`config.mk`:
```
export PLATFORM = sky130hd
export DESIGN_NAME = temp_readout_and_test_coil
export DESIGN_NICKNAME = d
export VERILOG_FILES = /design/src/temp_readout_pkg.sv /design/src/nvm_store.sv /design/src/temp_readout_and_test_coil.sv
export SDC_FILE = /design/constraint.sdc
export NUM_CORES = 1
export LEC_CHECK = 0
export BUFFER_PORTS_ARGS = -buffer_cell sky130_fd_sc_hd__buf_2
export CORE_ASPECT_RATIO = 1.1
export CORE_MARGIN = 2
export CORE_UTILIZATION = 55
export DETAILED_ROUTE_END_ITERATION = 8
export PLACE_DENSITY = 0.87
export SLEW_MARGIN = 20
export SYNTH_ARGS = -nofsm -noshare
export SYNTH_HDL_FRONTEND = slang
export SYNTH_SLANG_ARGS = --single-unit
```
`constraint.sdc`:
```
create_clock -name sys_clk_i -period 10.3 [get_ports sys_clk_i]
set_input_delay 2.575 -clock sys_clk_i [delete_from_list [all_inputs] [get_ports sys_clk_i]]
set_output_delay 2.575 -clock sys_clk_i [all_outputs]
set_load 0.005 [all_outputs]
```
`src/temp_readout_pkg.sv`:
```
/*
 * Shared constants and types for the temperature readout and test coil
 * block. Assumes a 25 MHz system clock and an 8-bit register port.
 */
package temp_readout_pkg;
    // Register offsets on the byte-wide register port.
    localparam logic [7:0] DATA_HI_ADDR  = 8'hc1;
    localparam logic [7:0] DATA_LO_ADDR  = 8'hc2;
    localparam logic [7:0] SIG_SEL_ADDR  = 8'hc3;
    localparam logic [7:0] MEAS_ADDR     = 8'he0;
    localparam logic [7:0] TCOEF_ADDR    = 8'he1;
    localparam logic [7:0] COIL_ADDR     = 8'he2;
    localparam logic [7:0] NVM_LOC_ADDR  = 8'he3;
    localparam logic [7:0] NVM_DATA_ADDR = 8'he4;
    localparam logic [7:0] NVM_CTRL_ADDR = 8'he5;
    // Field positions.
    localparam int MEAS_START_BIT = 0;
    localparam int MEAS_BURST_LSB = 1;
    localparam int MEAS_BUSY_BIT  = 3;
    localparam int NVM_BUSY_BIT   = 0;
    localparam int NVM_REQ_BIT    = 1;
    // Output signal selection code for temperature.
    localparam logic [7:0] SEL_TEMP = 8'h01;
    // Test coil drive codes.
    localparam logic [1:0] COIL_POS = 2'h1;
    localparam logic [1:0] COIL_NEG = 2'h2;
    // Nonvolatile store layout.
    localparam int         NVM_DEPTH      = 64;
    localparam logic [5:0] NVM_OFFSET_LOC = 6'h1d;
    localparam logic [5:0] NVM_GAIN_LOC   = 6'h1e;
    // Compensation reference point and coefficient scaling.
    localparam logic [14:0] TEMP_REF   = 15'h4000;
    localparam int          TCOEF_SHIFT = 8;
    // Nonvolatile read time.
    localparam int CLK_PERIOD_NS = 40;
    localparam int NVM_READ_NS   = 200;
    localparam int NVM_READ_CYC  =
        (NVM_READ_NS + CLK_PERIOD_NS - 1) / CLK_PERIOD_NS;
    localparam logic [3:0] NVM_READ_CNT = 4'(NVM_READ_CYC - 1);

    typedef struct packed {
        logic [14:0] field;
        logic [14:0] temp;
    } sample_t;

    typedef enum logic {MEAS_IDLE, MEAS_WAIT} meas_state_t;
endpackage

```
`src/nvm_store.sv`:
```
/*
 * Read-only nonvolatile byte store holding the temperature correction
 * bytes. Assumes one-cycle read requests that are ignored while busy.
 */
`timescale 1ns/1ps
`default_nettype none
module nvm_store #(
    parameter logic [7:0] OFFSET_VAL = 8'h00,
    parameter logic [7:0] GAIN_VAL   = 8'h00
) (
    // Clock and reset.
    input  wire logic       sys_clk_i,
    input  wire logic       rst_i,
    // Read request.
    input  wire logic       rd_req_i,
    input  wire logic [5:0] loc_i,
    // Read answer.
    output logic      [7:0] data_o,
    output logic            busy_o
);
    logic [7:0] mem [temp_readout_pkg::NVM_DEPTH];
    logic [5:0] loc_ff;
    logic [3:0] cnt_ff;

    // Contents stand in for fused bytes; only the correction pair is set.
    always_ff @(posedge sys_clk_i) begin
        for (int i = 0; i < temp_readout_pkg::NVM_DEPTH; i++) begin
            if (6'(i) == temp_readout_pkg::NVM_OFFSET_LOC) begin
                mem[i] <= OFFSET_VAL;
            end else if (6'(i) == temp_readout_pkg::NVM_GAIN_LOC) begin
                mem[i] <= GAIN_VAL;
            end else begin
                mem[i] <= 8'h00;
            end
        end
    end

    always_ff @(posedge sys_clk_i) begin
        if (rst_i) begin
            busy_o <= 1'b0;
            cnt_ff <= 4'h0;
            loc_ff <= 6'h00;
            data_o <= 8'h00;
        end else if (!busy_o) begin
            if (rd_req_i) begin
                busy_o <= 1'b1;
                cnt_ff <= temp_readout_pkg::NVM_READ_CNT;
                loc_ff <= loc_i;
            end
        end else if (cnt_ff == 4'h0) begin
            busy_o <= 1'b0;
            data_o <= mem[loc_ff];
        end else begin
            cnt_ff <= cnt_ff - 4'h1;
        end
    end
endmodule // nvm_store
`default_nettype wire

```
`src/temp_readout_and_test_coil.sv`:
```
/*
 * Temperature readout path, field compensation, burst averaging,
 * correction byte fetch and test coil drive. Assumes the converter
 * runs on sys_clk_i and answers each request with one paired sample.
 */
`timescale 1ns/1ps
`default_nettype none
// Notes on behaviour
// - Coil code 01 drives positive, 10 negative, 00 and 11 none.
// - Every field conversion brings a temperature sample with it.
// - The paired temperature compensates each field sample.
// - Writing 0x01 to the select register presents temperature data.
// - Temperature reads back as 15 bits through the data pair.
// - Temperature is readable after one conversion or a burst.
// - Bursts average field only; temperature is the last sample.
// - Offset and gain bytes sit at store locations 0x1d and 0x1e.
// - A read request bit starts a store read and clears itself.
// - A busy flag shows while a store read is in progress.
module temp_readout_and_test_coil #(
    parameter logic [7:0] OFFSET_VAL = 8'h00,
    parameter logic [7:0] GAIN_VAL   = 8'h00
) (
    // Clock and reset.
    input  wire logic                      sys_clk_i,
    input  wire logic                      rst_i,
    // Register port.
    input  wire logic [7:0]                reg_addr_i,
    input  wire logic [7:0]                reg_wdata_i,
    input  wire logic                      reg_wr_i,
    input  wire logic                      reg_rd_i,
    output logic      [7:0]                reg_rdata_o,
    // Converter.
    output logic                           conv_req_o,
    input  wire logic                      conv_done_i,
    input  wire temp_readout_pkg::sample_t conv_sample_i,
    // Test coil drive.
    output logic                           coil_pos_o,
    output logic                           coil_neg_o
);
    temp_readout_pkg::meas_state_t state_ff;
    logic [7:0]  sig_sel_ff;
    logic [1:0]  coil_ff;
    logic [7:0]  tcoef_ff;
    logic [1:0]  burst_ff;
    logic [3:0]  left_ff;
    logic [17:0] acc_ff;
    logic [14:0] field_ff;
    logic [14:0] temp_ff;
    logic [5:0]  nvm_loc_ff;
    logic        nvm_req_ff;
    logic [7:0]  nvm_data_w;
    logic        nvm_busy_w;
    logic [14:0] comp_w;
    logic [17:0] nxt_acc;
    logic [14:0] shown_w;
    logic [7:0]  nxt_rdata;
    logic        wr_meas;
    logic        start_w;

    // Temperature drift is removed linearly around a fixed reference.
    function automatic logic [14:0] compensate(
        input logic [14:0]        f,
        input logic [14:0]        t,
        input logic signed [7:0]  c
    );
        logic signed [15:0] d;
        logic signed [23:0] p;
        logic signed [17:0] s;
        begin
            d = $signed({1'b0, t}) - $signed({1'b0,
                temp_readout_pkg::TEMP_REF});
            p = d * c;
            s = $signed({3'b000, f})
                - 18'(p >>> temp_readout_pkg::TCOEF_SHIFT);
            if (s < 0) begin
                compensate = 15'h0000;
            end else if (s > $signed({3'b000, 15'h7fff})) begin
                compensate = 15'h7fff;
            end else begin
                compensate = s[14:0];
            end
        end
    endfunction

    function automatic logic wr_at(input logic [7:0] a);
        begin
            wr_at = reg_wr_i && (reg_addr_i == a);
        end
    endfunction

    assign comp_w = compensate(conv_sample_i.field, conv_sample_i.temp,
                               tcoef_ff);
    assign nxt_acc = acc_ff + {3'b000, comp_w};
    // Procedural so that the strobe read inside the function is sensed.
    always_comb begin
        wr_meas = wr_at(temp_readout_pkg::MEAS_ADDR);
    end
    assign start_w = wr_meas && reg_wdata_i[temp_readout_pkg::MEAS_START_BIT]
                     && (state_ff == temp_readout_pkg::MEAS_IDLE);

    // Control registers written by software.
    always_ff @(posedge sys_clk_i) begin
        if (rst_i) begin
            sig_sel_ff <= 8'h00;
            coil_ff    <= 2'h0;
            tcoef_ff   <= 8'h00;
            burst_ff   <= 2'h0;
            nvm_loc_ff <= 6'h00;
        end else begin
            if (wr_at(temp_readout_pkg::SIG_SEL_ADDR)) begin
                sig_sel_ff <= reg_wdata_i;
            end
            if (wr_at(temp_readout_pkg::COIL_ADDR)) begin
                coil_ff <= reg_wdata_i[1:0];
            end
            if (wr_at(temp_readout_pkg::TCOEF_ADDR)) begin
                tcoef_ff <= reg_wdata_i;
            end
            if (wr_meas && state_ff == temp_readout_pkg::MEAS_IDLE) begin
                burst_ff <= reg_wdata_i[temp_readout_pkg::MEAS_BURST_LSB +: 2];
            end
            if (wr_at(temp_readout_pkg::NVM_LOC_ADDR)) begin
                nvm_loc_ff <= reg_wdata_i[5:0];
            end
        end
    end

    // No guard against a direct 01 to 10 step; software avoids it.
    always_ff @(posedge sys_clk_i) begin
        if (rst_i) begin
            coil_pos_o <= 1'b0;
            coil_neg_o <= 1'b0;
        end else begin
            coil_pos_o <= (coil_ff == temp_readout_pkg::COIL_POS);
            coil_neg_o <= (coil_ff == temp_readout_pkg::COIL_NEG);
        end
    end

    // Request bit clears itself the cycle after it is set.
    always_ff @(posedge sys_clk_i) begin
        if (rst_i) begin
            nvm_req_ff <= 1'b0;
        end else begin
            nvm_req_ff <= wr_at(temp_readout_pkg::NVM_CTRL_ADDR)
                && reg_wdata_i[temp_readout_pkg::NVM_REQ_BIT];
        end
    end

    nvm_store #(
        .OFFSET_VAL (OFFSET_VAL),
        .GAIN_VAL   (GAIN_VAL)
    ) u_nvm (
        .sys_clk_i (sys_clk_i),
        .rst_i     (rst_i),
        .rd_req_i  (nvm_req_ff),
        .loc_i     (nvm_loc_ff),
        .data_o    (nvm_data_w),
        .busy_o    (nvm_busy_w)
    );

    // Measurement sequencer: 2**burst paired conversions per start.
    always_ff @(posedge sys_clk_i) begin
        if (rst_i) begin
            state_ff   <= temp_readout_pkg::MEAS_IDLE;
            conv_req_o <= 1'b0;
            left_ff    <= 4'h0;
            acc_ff     <= 18'h00000;
            field_ff   <= 15'h0000;
            temp_ff    <= 15'h0000;
        end else begin
            conv_req_o <= 1'b0;
            case (state_ff)
                temp_readout_pkg::MEAS_IDLE: begin
                    if (start_w) begin
                        state_ff   <= temp_readout_pkg::MEAS_WAIT;
                        conv_req_o <= 1'b1;
                        left_ff    <= 4'h1 << reg_wdata_i[
                            temp_readout_pkg::MEAS_BURST_LSB +: 2];
                        acc_ff     <= 18'h00000;
                    end
                end
                temp_readout_pkg::MEAS_WAIT: begin
                    if (conv_done_i) begin
                        temp_ff <= conv_sample_i.temp;
                        acc_ff  <= nxt_acc;
                        left_ff <= left_ff - 4'h1;
                        if (left_ff == 4'h1) begin
                            state_ff <= temp_readout_pkg::MEAS_IDLE;
                            field_ff <= 15'(nxt_acc >> burst_ff);
                        end else begin
                            conv_req_o <= 1'b1;
                        end
                    end
                end
                default: state_ff <= temp_readout_pkg::MEAS_IDLE;
            endcase
        end
    end

    // Data pair shows temperature only for the exact selection code.
    assign shown_w = (sig_sel_ff == temp_readout_pkg::SEL_TEMP)
                     ? temp_ff : field_ff;

    always_comb begin
        case (reg_addr_i)
            temp_readout_pkg::DATA_HI_ADDR:
                nxt_rdata = {1'b0, shown_w[14:8]};
            temp_readout_pkg::DATA_LO_ADDR:
                nxt_rdata = shown_w[7:0];
            temp_readout_pkg::SIG_SEL_ADDR: nxt_rdata = sig_sel_ff;
            temp_readout_pkg::MEAS_ADDR:
                nxt_rdata = {4'h0,
                    state_ff == temp_readout_pkg::MEAS_WAIT, burst_ff, 1'b0};
            temp_readout_pkg::TCOEF_ADDR: nxt_rdata = tcoef_ff;
            temp_readout_pkg::COIL_ADDR: nxt_rdata = {6'h00, coil_ff};
            temp_readout_pkg::NVM_LOC_ADDR: nxt_rdata = {2'h0, nvm_loc_ff};
            temp_readout_pkg::NVM_DATA_ADDR: nxt_rdata = nvm_data_w;
            temp_readout_pkg::NVM_CTRL_ADDR:
                nxt_rdata = {6'h00, nvm_req_ff, nvm_busy_w};
            default: nxt_rdata = 8'h00;
        endcase
    end

    always_ff @(posedge sys_clk_i) begin
        if (rst_i) begin
            reg_rdata_o <= 8'h00;
        end else if (reg_rd_i) begin
            reg_rdata_o <= nxt_rdata;
        end else begin
            reg_rdata_o <= 8'h00;
        end
    end
endmodule // temp_readout_and_test_coil
`default_nettype wire

```
; ---- Word-level counts from Yosys, hierarchy flattened
; Index checks and enable logic that the tools add are counted.
[word_totals]
regBits = 104
input_bits = 51
out_inout_bits = 11
wordCells = 86
[classes]
addsub = 5
mul = 1
n_lt_le_gt_ge = 2
eq_ne = 16
shift = 2
muxes = 22
bitwise = 2
n_reduce_logical = 18
[op_table]
columns = cell, count
row1 = $eq A8 B8 Y1 const B, 9
row2 = $pmux W8 S9, 1
row3 = $mux W15, 3
row4 = $mux W18, 2
row5 = $pmux W18 S2, 1
row6 = $mul A16 B8 Y24, 1
row7 = $mux W4, 5
row8 = $add A18 B15 Y18, 1
row9 = $shr A18 B2 Y15, 1
row10 = $gt A17 B16 Y1 const B, 1
row11 = $lt A17 B1 Y1 const B, 1
row12 = $sub A16 B16 Y17, 1
row13 = $sub A15 B15 Y16 const B, 1
row14 = $logic_and A1 B1 Y1, 10
row15 = $eq A8 B1 Y1 const B, 1
row16 = $pmux W4 S2, 1
row17 = $reduce_and A2 Y1, 4
row18 = $sub A4 B1 Y4 const B, 2
row19 = $mux W1, 7
row20 = $ne A2 B2 Y1 const B, 3
row21 = $eq A4 B1 Y1 const B, 1
row22 = $logic_not A4 Y1, 1
row23 = $pmux W1 S2, 2
row24 = $shl A1 B2 Y4 const A, 1
row25 = 6 further kinds, 7

; ---- Logic depth before layout (Yosys ltp)
; Gate-level depths: netlist of the first run.
[logic_depth]
ltp_word = 9
ltp_mapped = 38
depth_no_buf = 37

; ---- Cells and area by module
; A second synthesis of the first run with hierarchy kept.
[hier_totals]
cells_unflattened = 1237
hier_area_um2 = 10216.0
[by_module_without_submodules]
columns = module, instances, cells_each, area_per_inst_um2, seq_area_each_um2
row1 = temp_readout_and_test_coil, 1, 1198, 9883.2, 1821.7
row2 = nvm_store, 1, 39, 332.8, 100.1

; ---- Worst setup path after synthesis of the first run
; OpenSTA, ideal clock, no wires.
[synth_timing]
path_kind = in2reg
from = input conv_sample_i[2] (netlist name)
to = register field_ff[14]
setup_ps = 79
arrival_time_ps = 10882
t_required_ps = 10221
slack_ps = -661
path_stages = 35
path_buffers = 1
cell_sequence = clkbuf_1 and2_1 fa_1 fa_1 fa_1 inv_1 fa_1 inv_1 ha_1 or3_1 a211oi_1 a211oi_2 a21o_1 a21oi_1 o21bai_1 a21oi_1 xor2_1 ha_1 a21oi_1 nand2_1 a21o_1 o2111ai_1 a41oi_2 mux2i_1 a21oi_1 ha_1 fa_1 a211oi_2 o21a_1 o2111ai_2 and3_4 nor2_1 inv_2 mux4_2 a211oi_2
[synth_via]
elab_chain_len = 8
word_cells_on_any_way = 9
cone_classes = add/sub: 3 / mul: 1 / order compare: 2 / shift: 1 / mux: 2
[synth_lines]
columns = item, line_no
row1 = "start, declared", temp_readout_and_test_coil.sv:35  ; input wire temp_readout_pkg::sample_t conv_sample_i,
row2 = $sub A15 B15 Y16 *, temp_readout_and_test_coil.sv:70  ; d = $signed({1'b0, t}) - $signed({1'b0,
row3 = $mul A16 B8 Y24 *, temp_readout_and_test_coil.sv:72  ; p = d * c;
row4 = $sub A16 B16 Y17 *, temp_readout_and_test_coil.sv:74  ; - 18'(p >>> temp_readout_pkg::TCOEF_SHIFT);
row5 = $gt A17 B16 Y1, temp_readout_and_test_coil.sv:77  ; end else if (s > $signed({3'b000, 15'h7fff})) begin
row6 = $mux W15, temp_readout_and_test_coil.sv:77
row7 = $mux W15 *, temp_readout_and_test_coil.sv:75  ; if (s < 0) begin
row8 = $add A18 B15 Y18 *, temp_readout_and_test_coil.sv:93  ; assign nxt_acc = acc_ff + {3'b000, comp_w};
row9 = $shr A18 B2 Y15 *, temp_readout_and_test_coil.sv:189  ; field_ff <= 15'(nxt_acc >> burst_ff);
row10 = "end signal, assigned", temp_readout_and_test_coil.sv:189
row11 = "end, declared", temp_readout_and_test_coil.sv:47  ; logic [14:0] field_ff;
; Mark *: on every way between the ends. The rest lies on a longest branch, timed or not.
; A chain may end at the register's enable or synchronous reset.

; ---- Final worst setup path of the first run
[layout_timing]
from = input conv_sample_i[4] (netlist name)
to = register field_ff[14]
; Same word-level chain as after synthesis.

==> results of run 1 <==
## synth_stat cells, types with 7 or more instances
cell type and count:
mux2_2 11, a22oi_1 7, o211ai_1 7, inv_1 139, a211oi_1 11, a21oi_1 115, a31oi_1 13, xnor2_1 35
o21ai_0 24, nand2b_1 15, fa_1 100, nand2_1 151, mux2i_1 15, clkbuf_1 39, xor2_1 11, and3_1 7
nor2b_1 13, ha_1 76, nor3_1 12, dfxtp_1 96, buf_1 7, a21o_1 12, and2_1 81, nor2_1 76
nand3_1 52
## what timing repair did
item | in CTS | in global routing
pin swaps | 18 | 77
endpoints found under the setup margin | 3 | 27
buffers inserted | 2 | 18
hold buffers | 0 | 0
resized for setup | 7 | 98
## final cells by class
cell class / instances / area [um2] / area share
Inverter: 140 / 525.5 / 0.04237
Clock buffer: 11 / 252.7 / 0.02038
Tap cell: 243 / 304.0 / 0.02452
Timing Repair Buffer: 185 / 1269 / 0.1023
Clock inverter: 5 / 60.06 / 0.004843
Sequential cell: 96 / 1922 / 0.1550
Multi-Input combinational cell: 944 / 8069 / 0.6506
## final timing paths
| path | start | endpoint | slack [ps] | cells past startpoint |
|---|---|---|---|---|
| worst min register to register | nvm_loc_ff[2] | nvm_loc_ff[2] | 460 | 2 |
| worst min-delay path | nvm_loc_ff[2] | nvm_loc_ff[2] | 460 | 2 |
| worst max register to register | tcoef_ff[7] | field_ff[14] | 970 | 36 |
| worst max-delay path | conv_sample_i[4] | field_ff[14] | -370 | 37 |
## per-layer routing
layer,vias up,global-route usage
met1,4765,0.3413
met5,-,0
met2,501,0.4897
met4,0,0.1165
met3,161,0.04549
li1,4407,-
## worst register-to-register path: cells and delay by family (launching register included)
kind                     cells  cell delay [ps]
adder cells (fa/ha/maj)      8             3290
AO/OA/AOI/OAI               12             2270
AND/OR/NAND/NOR              8             1510
multiplexers                 2              720
XOR/XNOR                     1              120
buffers and inverters        5              750
flip-flops                   1              600
## report_power, final
| group | internal [mW] | switching [mW] | total (mW) |
|---|---|---|---|
| clock | 0.203 | 0.151 | 0.354 |
| sequential | 0.371 | 0.000451 | 0.372 |
| combinational | 0.0859 | 0.107 | 0.193 |
## sequential cells by signal (all words and copies together) (netlist names), 2 cells and up
| name | flops |
|---|---|
| u_nvm.cnt_ff | 4 |
| sig_sel_ff | 8 |
| left_ff | 4 |
| temp_ff | 15 |
| acc_ff | 18 |
| field_ff | 15 |
| coil_ff | 2 |
| nvm_loc_ff | 6 |
| reg_rdata_o | 8 |
| tcoef_ff | 8 |
| burst_ff | 2 |
## logic make-up (layout without fill, tap and decap cells)
family,count (synthesis),after routing,synth area share
AOI/OAI and AO/OA,247,247,0.1586
xor gates and xnor gates,47,47,0.04135
adders and majority gates,176,176,0.2913
buffers and inverters,187,341,0.06962
DFF,96,96,0.1896
muxes,29,29,0.03370
and+or+nand+nor,445,445,0.2158
## cells in the final DEF (no fill, tap or decap), types with 15 or more instances in the layout
master and count:
dfxtp_1 96, inv_1 136, ha_1 65, nor2_1 73
o21ai_0 15, nand3_1 51, fa_1 97, nand2_1 143
buf_4 121, xnor2_1 27, and2_1 77, a21oi_1 95
a21oi_2 19, buf_2 57
==> reports/qor.txt, run 1 <==
status -> finished, violations left
failing checks -> negative setup slack
final cell count without fillers -> 1624
number of synthesized flops with an enable pin -> 0
syn_area_per_cell -> 8.261 um2
fraction of registers with async set/reset -> 0
setup violators final -> 13
final WL -> 30420 um
Slew headroom -> 0.1422
Final nets -> 1603
critical path class -> in -> reg
CTS tree -> done
area grow syn2layout -> 22.36%
Reg clk slew, reported paths -> 60 ps
sequential area share after synthesis -> 0.1896
pins over their slew limit -> 0
Hold Slack -> 459.8 ps
post-DR wirelength/cell -> 18.73 um
dominant synthesized flop cell -> dfxtp_1
CP peak stage delay -> 560 ps
Max Fclk -> 93.70 MHz
Max Root-Sink Buffers -> 2
Core Util, Final -> 0.6808
worst-path fanout max -> 6
DR iter-0 viols -> 1162
DRT antenna net count -> 0
Post-Syn Area -> 0.01014 mm2
gr usage total -> 0.2797
FILL cells -> 1282
Placed Cells -> 1589
Power Total -> 0.9181 mW
layout cells sized above 1 -> 0.2361
CP arrival -> 10940 ps
top post-synthesis cells by area -> fa_1, dfxtp_1, ha_1
1st-pass router iterations -> 6
Initial Util -> 0.5564
gr ovfl total -> 0
clock latency on the worst-skew pair -> 350 ps
CP Capture Type -> flop
highest routing layer actually used -> met4
H-tree depth -> 3
met2 routed WL -> 15430 um
largest net degree at the start of global routing -> 93
first-pass GRT wire length -> 44770 um
hpwl dp -> 20260 um
largest area contributor in the netlist -> fa_1
Die ar. -> 0.01953 mm2
Final min period -> 10670 ps
power density cells -> 74.03 mW/mm2
post-synth top area share -> 0.1975
endpoints failing hold -> 0
Core Box Area -> 0.01822 mm2
CTS root buffer -> clkbuf_16
met3 wire length -> 2020 um
dpl cell area -> 0.01147 mm2
Setup WS pre-CTS -> -402.9 ps
Final GP Congestion -> 0.9206
period utilisation layout -> 1.036
P_leak -> 5.584 nW
initial antenna violation count -> 0
Max Clock Skew -> 6.926 ps
worst hold-check path type -> reg -> reg
fin area -> 0.01240 mm2
delay-heaviest family, CP -> adder cells
IO Port Bufs -> 61
number of library cell types mapped by synthesis -> 71
# clock sinks -> 96
total negative slack -> -2309 ps
CP most frequent cell -> and3_4
DIE WIDTH -> 133.4 um
wl on met1 -> 11250 um
# IOs -> 62
synthesized flop and latch total -> 96
via count -> 9834
Num CTS Buffers -> 9
worst path bufs/invs -> 5
vias per cell -> 6.055
Net Count, Synth -> 1454
peak supply drop -> 0.08830 mV
Slowest-stage cell, CP -> fa_1
CP required -> 10570 ps
Rows -> 52
Antenna Cells -> 0
vias in the first global route -> 9554
yosys warns -> 0
unrepaired setup endpoints after global routing -> true
Worst Tran Pin Value -> 1285 ps
Die Y -> 146.4 um
Max Cap Viol -> 0
Mapped Cells -> 1227
setup ws final -> -372.1 ps
startpoint types -> input port
DRC -> 0
Note: power is estimated with default switching activity, not from simulation.
==> inputs of run 2 (changes only) <==
--- a/config.mk
+++ b/config.mk
@@ -10,5 +10,5 @@
 export CORE_MARGIN = 2
-export CORE_UTILIZATION = 55
+export CORE_UTILIZATION = 40
 export DETAILED_ROUTE_END_ITERATION = 8
-export PLACE_DENSITY = 0.87
+export PLACE_DENSITY = 0.69
 export SLEW_MARGIN = 20
--- a/constraint.sdc
+++ b/constraint.sdc
@@ -3,2 +3,2 @@
 set_output_delay 2.575 -clock sys_clk_i [all_outputs]
-set_load 0.005 [all_outputs]
+set_load 0.02 [all_outputs]
==> reports/qor.txt, run 2 (same netlist as run 1, synthesis figures left out) <==
Final min period -> 10300 ps
switching power share of the total -> 0.2865
Clock Power Share -> 0.377
Placed Cells -> 1670
Worst Hold Launch -> nvm_loc_ff[1]
largest net degree at the start of global routing -> 93
combinational share of power -> 0.205
FILL cells -> 2326
Slowest-stage cell, CP -> fa_1
period utilisation layout -> 1.000
Die Y -> 171.0 um
failing checks -> negative setup slack
Crit Reg-Reg Endpoint -> field_ff[14]
worst hold path endpoint -> nvm_loc_ff[1]
R2R setup slack -> 1410 ps
# IOs -> 62
Antenna Cells -> 0
vias in the first global route -> 9017
Die ar. -> 0.02663 mm2
Core Util, Final -> 0.4962
Final nets -> 1607
Max Root-Sink Buffers -> 2
most common cell after layout, fill and taps aside -> nand2_1
vias per cell -> 5.342
final WL -> 26750 um
clock latency on the worst-skew pair -> 350 ps
first-pass GRT wire length -> 44030 um
initial antenna violation count -> 0
Max Fclk -> 97.08 MHz
Final GP Congestion -> 0.8963
# clock sinks -> 96
layout cells sized above 1 -> 0.2426
depth of the most critical reg-to-reg path -> 36
endpoints failing hold -> 0
total negative slack -> -0.6395 ps
number of flip-flops in the largest register -> 18
gr usage total -> 0.2025
gr ovfl total -> 0
status -> finished, violations left
setup ws final -> -0.6395 ps
area grow syn2layout -> 22.94%
Num CTS Buffers -> 9
Pint -> 0.6332 mW
WHS Path Cells -> 2
P_leak -> 5.590 nW
CP Capture Type -> flop
Max Clock Skew -> 12.61 ps
Worst Tran Pin Value -> 1067 ps
CP peak stage delay -> 550 ps
IO Port Bufs -> 61
DIE WIDTH -> 155.8 um
Initial Util -> 0.4037
Max Cap Viol -> 0
R2R Path Start -> tcoef_ff[3]
via count -> 9082
CTS root buffer -> clkbuf_16
final cell count without fillers -> 1700
H-tree depth -> 3
Core Box Area -> 0.02511 mm2
hpwl dp -> 20200 um
post-DR wirelength/cell -> 15.74 um
Flop pwr share -> 0.419
worst hold-check path type -> reg -> reg
startpoint types -> input port
unrepaired setup endpoints after global routing -> true
Reg clk slew, reported paths -> 70 ps
biggest regs -> acc_ff (18), field_ff (15), temp_ff (15)
Setup WS pre-CTS -> -355.3 ps
fin area -> 0.01246 mm2
Most flops, register -> acc_ff
CP required -> 10560 ps
CP arrival -> 10560 ps
1st-pass router iterations -> 5
pins over their slew limit -> 0
worst-path fanout max -> 6
dpl cell area -> 0.01163 mm2
DR iter-0 viols -> 603
power density cells -> 71.22 mW/mm2
peak supply drop -> 0.06393 mV
DRC -> 0
DRT antenna net count -> 0
setup violators final -> 1
Slew headroom -> 0.2846
net switching power -> 0.2543 mW
critical path class -> in -> reg
Rows -> 61
commonest cells after routing, fill and taps aside -> nand2_1, inv_1, buf_4
CTS tree -> done
-- run 2: cell count changes in the layout (fill, tap and decap cells not counted), sizes merged --
cell    change
buf         +5
bufinv      -1
clkbuf      -2
clkinv      +1
inv         +1
-- run 2: metal layers --
layer,up-vias,GRT usage,wire length (um)
met1,4420,0.2661,11940
met5,-,0,0
met2,184,0.3484,13150
met3,61,0.02381,831
met4,0,0.06422,837
li1,4417,-,-
-- run 2: worst max-delay path by stage --
stage | from | end | slack (ps) | depth (start not counted)
finish | conv_sample_i[7] | field_ff[14] | -0.6 | 37
detailed placement | conv_sample_i[5] | field_ff[10] | -360 | 36
floorplan | conv_sample_i[2] | field_ff[14] | -20 | 36
global placement | conv_sample_i[7] | field_ff[14] | -210 | 35
global route | conv_sample_i[7] | field_ff[14] | -340 | 37
CTS | conv_sample_i[5] | field_ff[14] | 6 | 36
-- run 2: repair_timing --
| action | 4_1_cts | 5_1_grt |
|---|---|---|
| setup buffers | 1 | 13 |
| gates cloned | 0 | 0 |
| endpoints found under the setup margin | 2 | 23 |
| gates resized for setup | 1 | 117 |
| hold endpoints to repair | 0 | 0 |
| hold buffers | 0 | 0 |
| pin swaps | 4 | 71 |
-- run 2: power by group through the flow --
stage	Clock (mW)	Combinational [mW]	Sequential, mW
after global placement	0	0.157	0.380
after detailed placement	0	0.159	0.380
final	0.334	0.182	0.371
after floorplan	0	0.0849	0.380
after CTS	0.340	0.160	0.371
after global routing	0.356	0.197	0.371
-- run 2: layout make-up --
class / instances / area [um2] / share of cell area
clock inverters: 6 / 61.31 / 0.004920
multi-input cells: 944 / 7968 / 0.6394
clock buffers: 10 / 239.0 / 0.01918
well taps: 315 / 394.1 / 0.03163
inverters: 140 / 525.5 / 0.04217
flip-flops and latches: 96 / 1922 / 0.1542
repair buffers: 189 / 1351 / 0.1084
-- run 2: critical path, delay by kind of cell --
family / cells / cell delay, ps
buffers and inverters: 4 / 360
xor gates and xnor gates: 2 / 260
AOI/OAI and AO/OA: 15 / 2470
adders and majority gates: 8 / 3240
muxes: 2 / 640
and+or+nand+nor: 6 / 1010
-- run 2: metrics by stage --
step           hold slack (ps)  power (mW)
4_1_cts                  458.3      0.8717
2_1_floorplan            428.4      0.4647
3_5_place_dp             448.9      0.5388
3_3_place_gp             440.5      0.5368
5_1_grt                  475.6      0.9241
6_report                 458.4      0.8875
==> inputs of run 3 (changes only) <==
CORE_UTILIZATION = 46   (was 40)
PLACE_DENSITY = 0.76   (was 0.69)
==> reports/qor.txt, run 3 (same netlist as run 1, synthesis figures left out) <==
status -> finished, violations left
failing checks -> negative setup slack
Worst Hold Launch -> nvm_loc_ff[2]
worst-path fanout max -> 7
endpoints failing hold -> 0
Antenna Cells -> 0
power density cells -> 71.13 mW/mm2
CP arrival -> 10550 ps
biggest regs -> acc_ff (18), field_ff (15), temp_ff (15)
setup violators final -> 3
WHS Path Cells -> 2
P_leak -> 5.605 nW
most common cell after layout, fill and taps aside -> nand2_1
Crit Reg-Reg Endpoint -> field_ff[11]
Clock Power Share -> 0.372
Multi-input gate area -> 0.007936 mm2
peak supply drop -> 0.07023 mV
Rows -> 56
Core Box Area -> 0.02151 mm2
Setup WS pre-CTS -> -447.1 ps
startpoint types -> input port
# IOs -> 62
combinational share of power -> 0.206
CTS root buffer -> clkbuf_16
via count -> 9193
R2R setup slack -> 1290 ps
Hold Slack -> 460.9 ps
CTS tree -> done
Pint -> 0.6253 mW
Max Fclk -> 96.57 MHz
initial antenna violation count -> 0
Max Clock Skew -> 12.11 ps
hpwl dp -> 19840 um
Final GP Congestion -> 0.9135
depth of the most critical reg-to-reg path -> 37
largest net degree at the start of global routing -> 93
Core Util, Final -> 0.5754
Die Y -> 159.7 um
post-DR wirelength/cell -> 15.82 um
net switching power -> 0.2550 mW
worst hold-check path type -> reg -> reg
Most flops, register -> acc_ff
layout cells sized above 1 -> 0.2297
DRT antenna net count -> 0
hold buffers post-CTS -> 0
first-pass GRT wire length -> 43530 um
Reg clk slew, reported paths -> 70 ps
R2R Path Start -> tcoef_ff[7]
commonest cells after routing, fill and taps aside -> nand2_1, inv_1, buf_4
1st-pass router iterations -> 8
setup ws final -> -55.29 ps
critical path class -> in -> reg
Slew headroom -> 0.1918
Register Area -> 0.001922 mm2
CP Capture Type -> flop
vias in the first global route -> 9123
switching power share of the total -> 0.2897
Flop pwr share -> 0.422
Max Cap Viol -> 0
final WL -> 26570 um
number of flip-flops in the largest register -> 18
Initial Util -> 0.4712
clock latency on the worst-skew pair -> 350 ps
DRC -> 0
Final nets -> 1611
CP peak stage delay -> 520 ps
IO Port Bufs -> 61
Final min period -> 10360 ps
worst hold path endpoint -> nvm_loc_ff[2]
Placed Cells -> 1646
CP required -> 10490 ps
vias per cell -> 5.475
Worst Tran Pin Value -> 1211 ps
period utilisation layout -> 1.005
Max Root-Sink Buffers -> 2
CP most frequent cell -> fa_1
Slowest-stage cell, CP -> fa_1
final cell count without fillers -> 1679
pins over their slew limit -> 0
Num CTS Buffers -> 9
FILL cells -> 1889
# clock sinks -> 96
total negative slack -> -104.1 ps
H-tree depth -> 3
Die ar. -> 0.02324 mm2
area grow syn2layout -> 22.11%
DIE WIDTH -> 145.5 um
gr ovfl total -> 0
unrepaired setup endpoints after global routing -> true
DR iter-0 viols -> 660
gr usage total -> 0.2252
run 3: timing repair:
action,4_1_cts,5_1_grt
endpoints found under the setup margin,4,23
pin swaps,33,68
gates resized for setup,19,68
cloned,0,0
setup buffers,9,11
run 3: layout make-up:
class | instances | share of cell area
inverter | 140 | 0.04246
tap | 290 | 0.02932
multi-input combinational | 944 | 0.6412
clock inverter | 7 | 0.005055
sequential | 96 | 0.1553
clock buffer | 9 | 0.01820
timing repair buffer | 193 | 0.1085
run 3: worst max-delay path by stage:
stage               cells past startpoint             start  slack [ps]            to
CTS                                    37  conv_sample_i[4]         0.6  field_ff[14]
detailed placement                     36  conv_sample_i[7]        -450  field_ff[14]
floorplan                              36  conv_sample_i[2]         -20  field_ff[14]
global placement                       36  conv_sample_i[5]        -160  field_ff[14]
finish                                 37  conv_sample_i[6]         -60  field_ff[11]
global route                           36  conv_sample_i[5]        -360  field_ff[14]
run 3: layer usage:
metal,track usage,share of wire,vias up
li1,-,-,4425
met1,0.2932,0.42,4462
met2,0.3867,0.51,256
met3,0.03086,0.048,50
met4,0.07487,0.026,0
met5,0,0,-
run 3: metrics by stage:
stage | total power [mW] | instance area [um2]
2_1_floorplan | 0.4647 | 10260
3_3_place_gp | 0.5353 | 11610
3_5_place_dp | 0.5377 | 11610
4_1_cts | 0.8663 | 12060
5_1_grt | 0.9172 | 12380
6_report | 0.8803 | 12380
run 3: worst max-delay path: cells and delay by family:
kind	cells	cell delay, ps
AND/OR/NAND/NOR	4	720
multiplexers	2	700
adder cells (fa/ha/maj)	8	3110
AO/OA/AOI/OAI	16	2580
buffers and inverters	5	480
XOR/XNOR	2	370
run 3: power groups by stage:
| stage | registers (mW) | logic, mW | clock network [mW] |
|---|---|---|---|
| 2_1_floorplan | 0.380 | 0.0849 | 0 |
| 3_3_place_gp | 0.380 | 0.155 | 0 |
| 3_5_place_dp | 0.380 | 0.158 | 0 |
| 4_1_cts | 0.371 | 0.164 | 0.331 |
| 5_1_grt | 0.371 | 0.196 | 0.350 |
| 6_report | 0.371 | 0.182 | 0.327 |
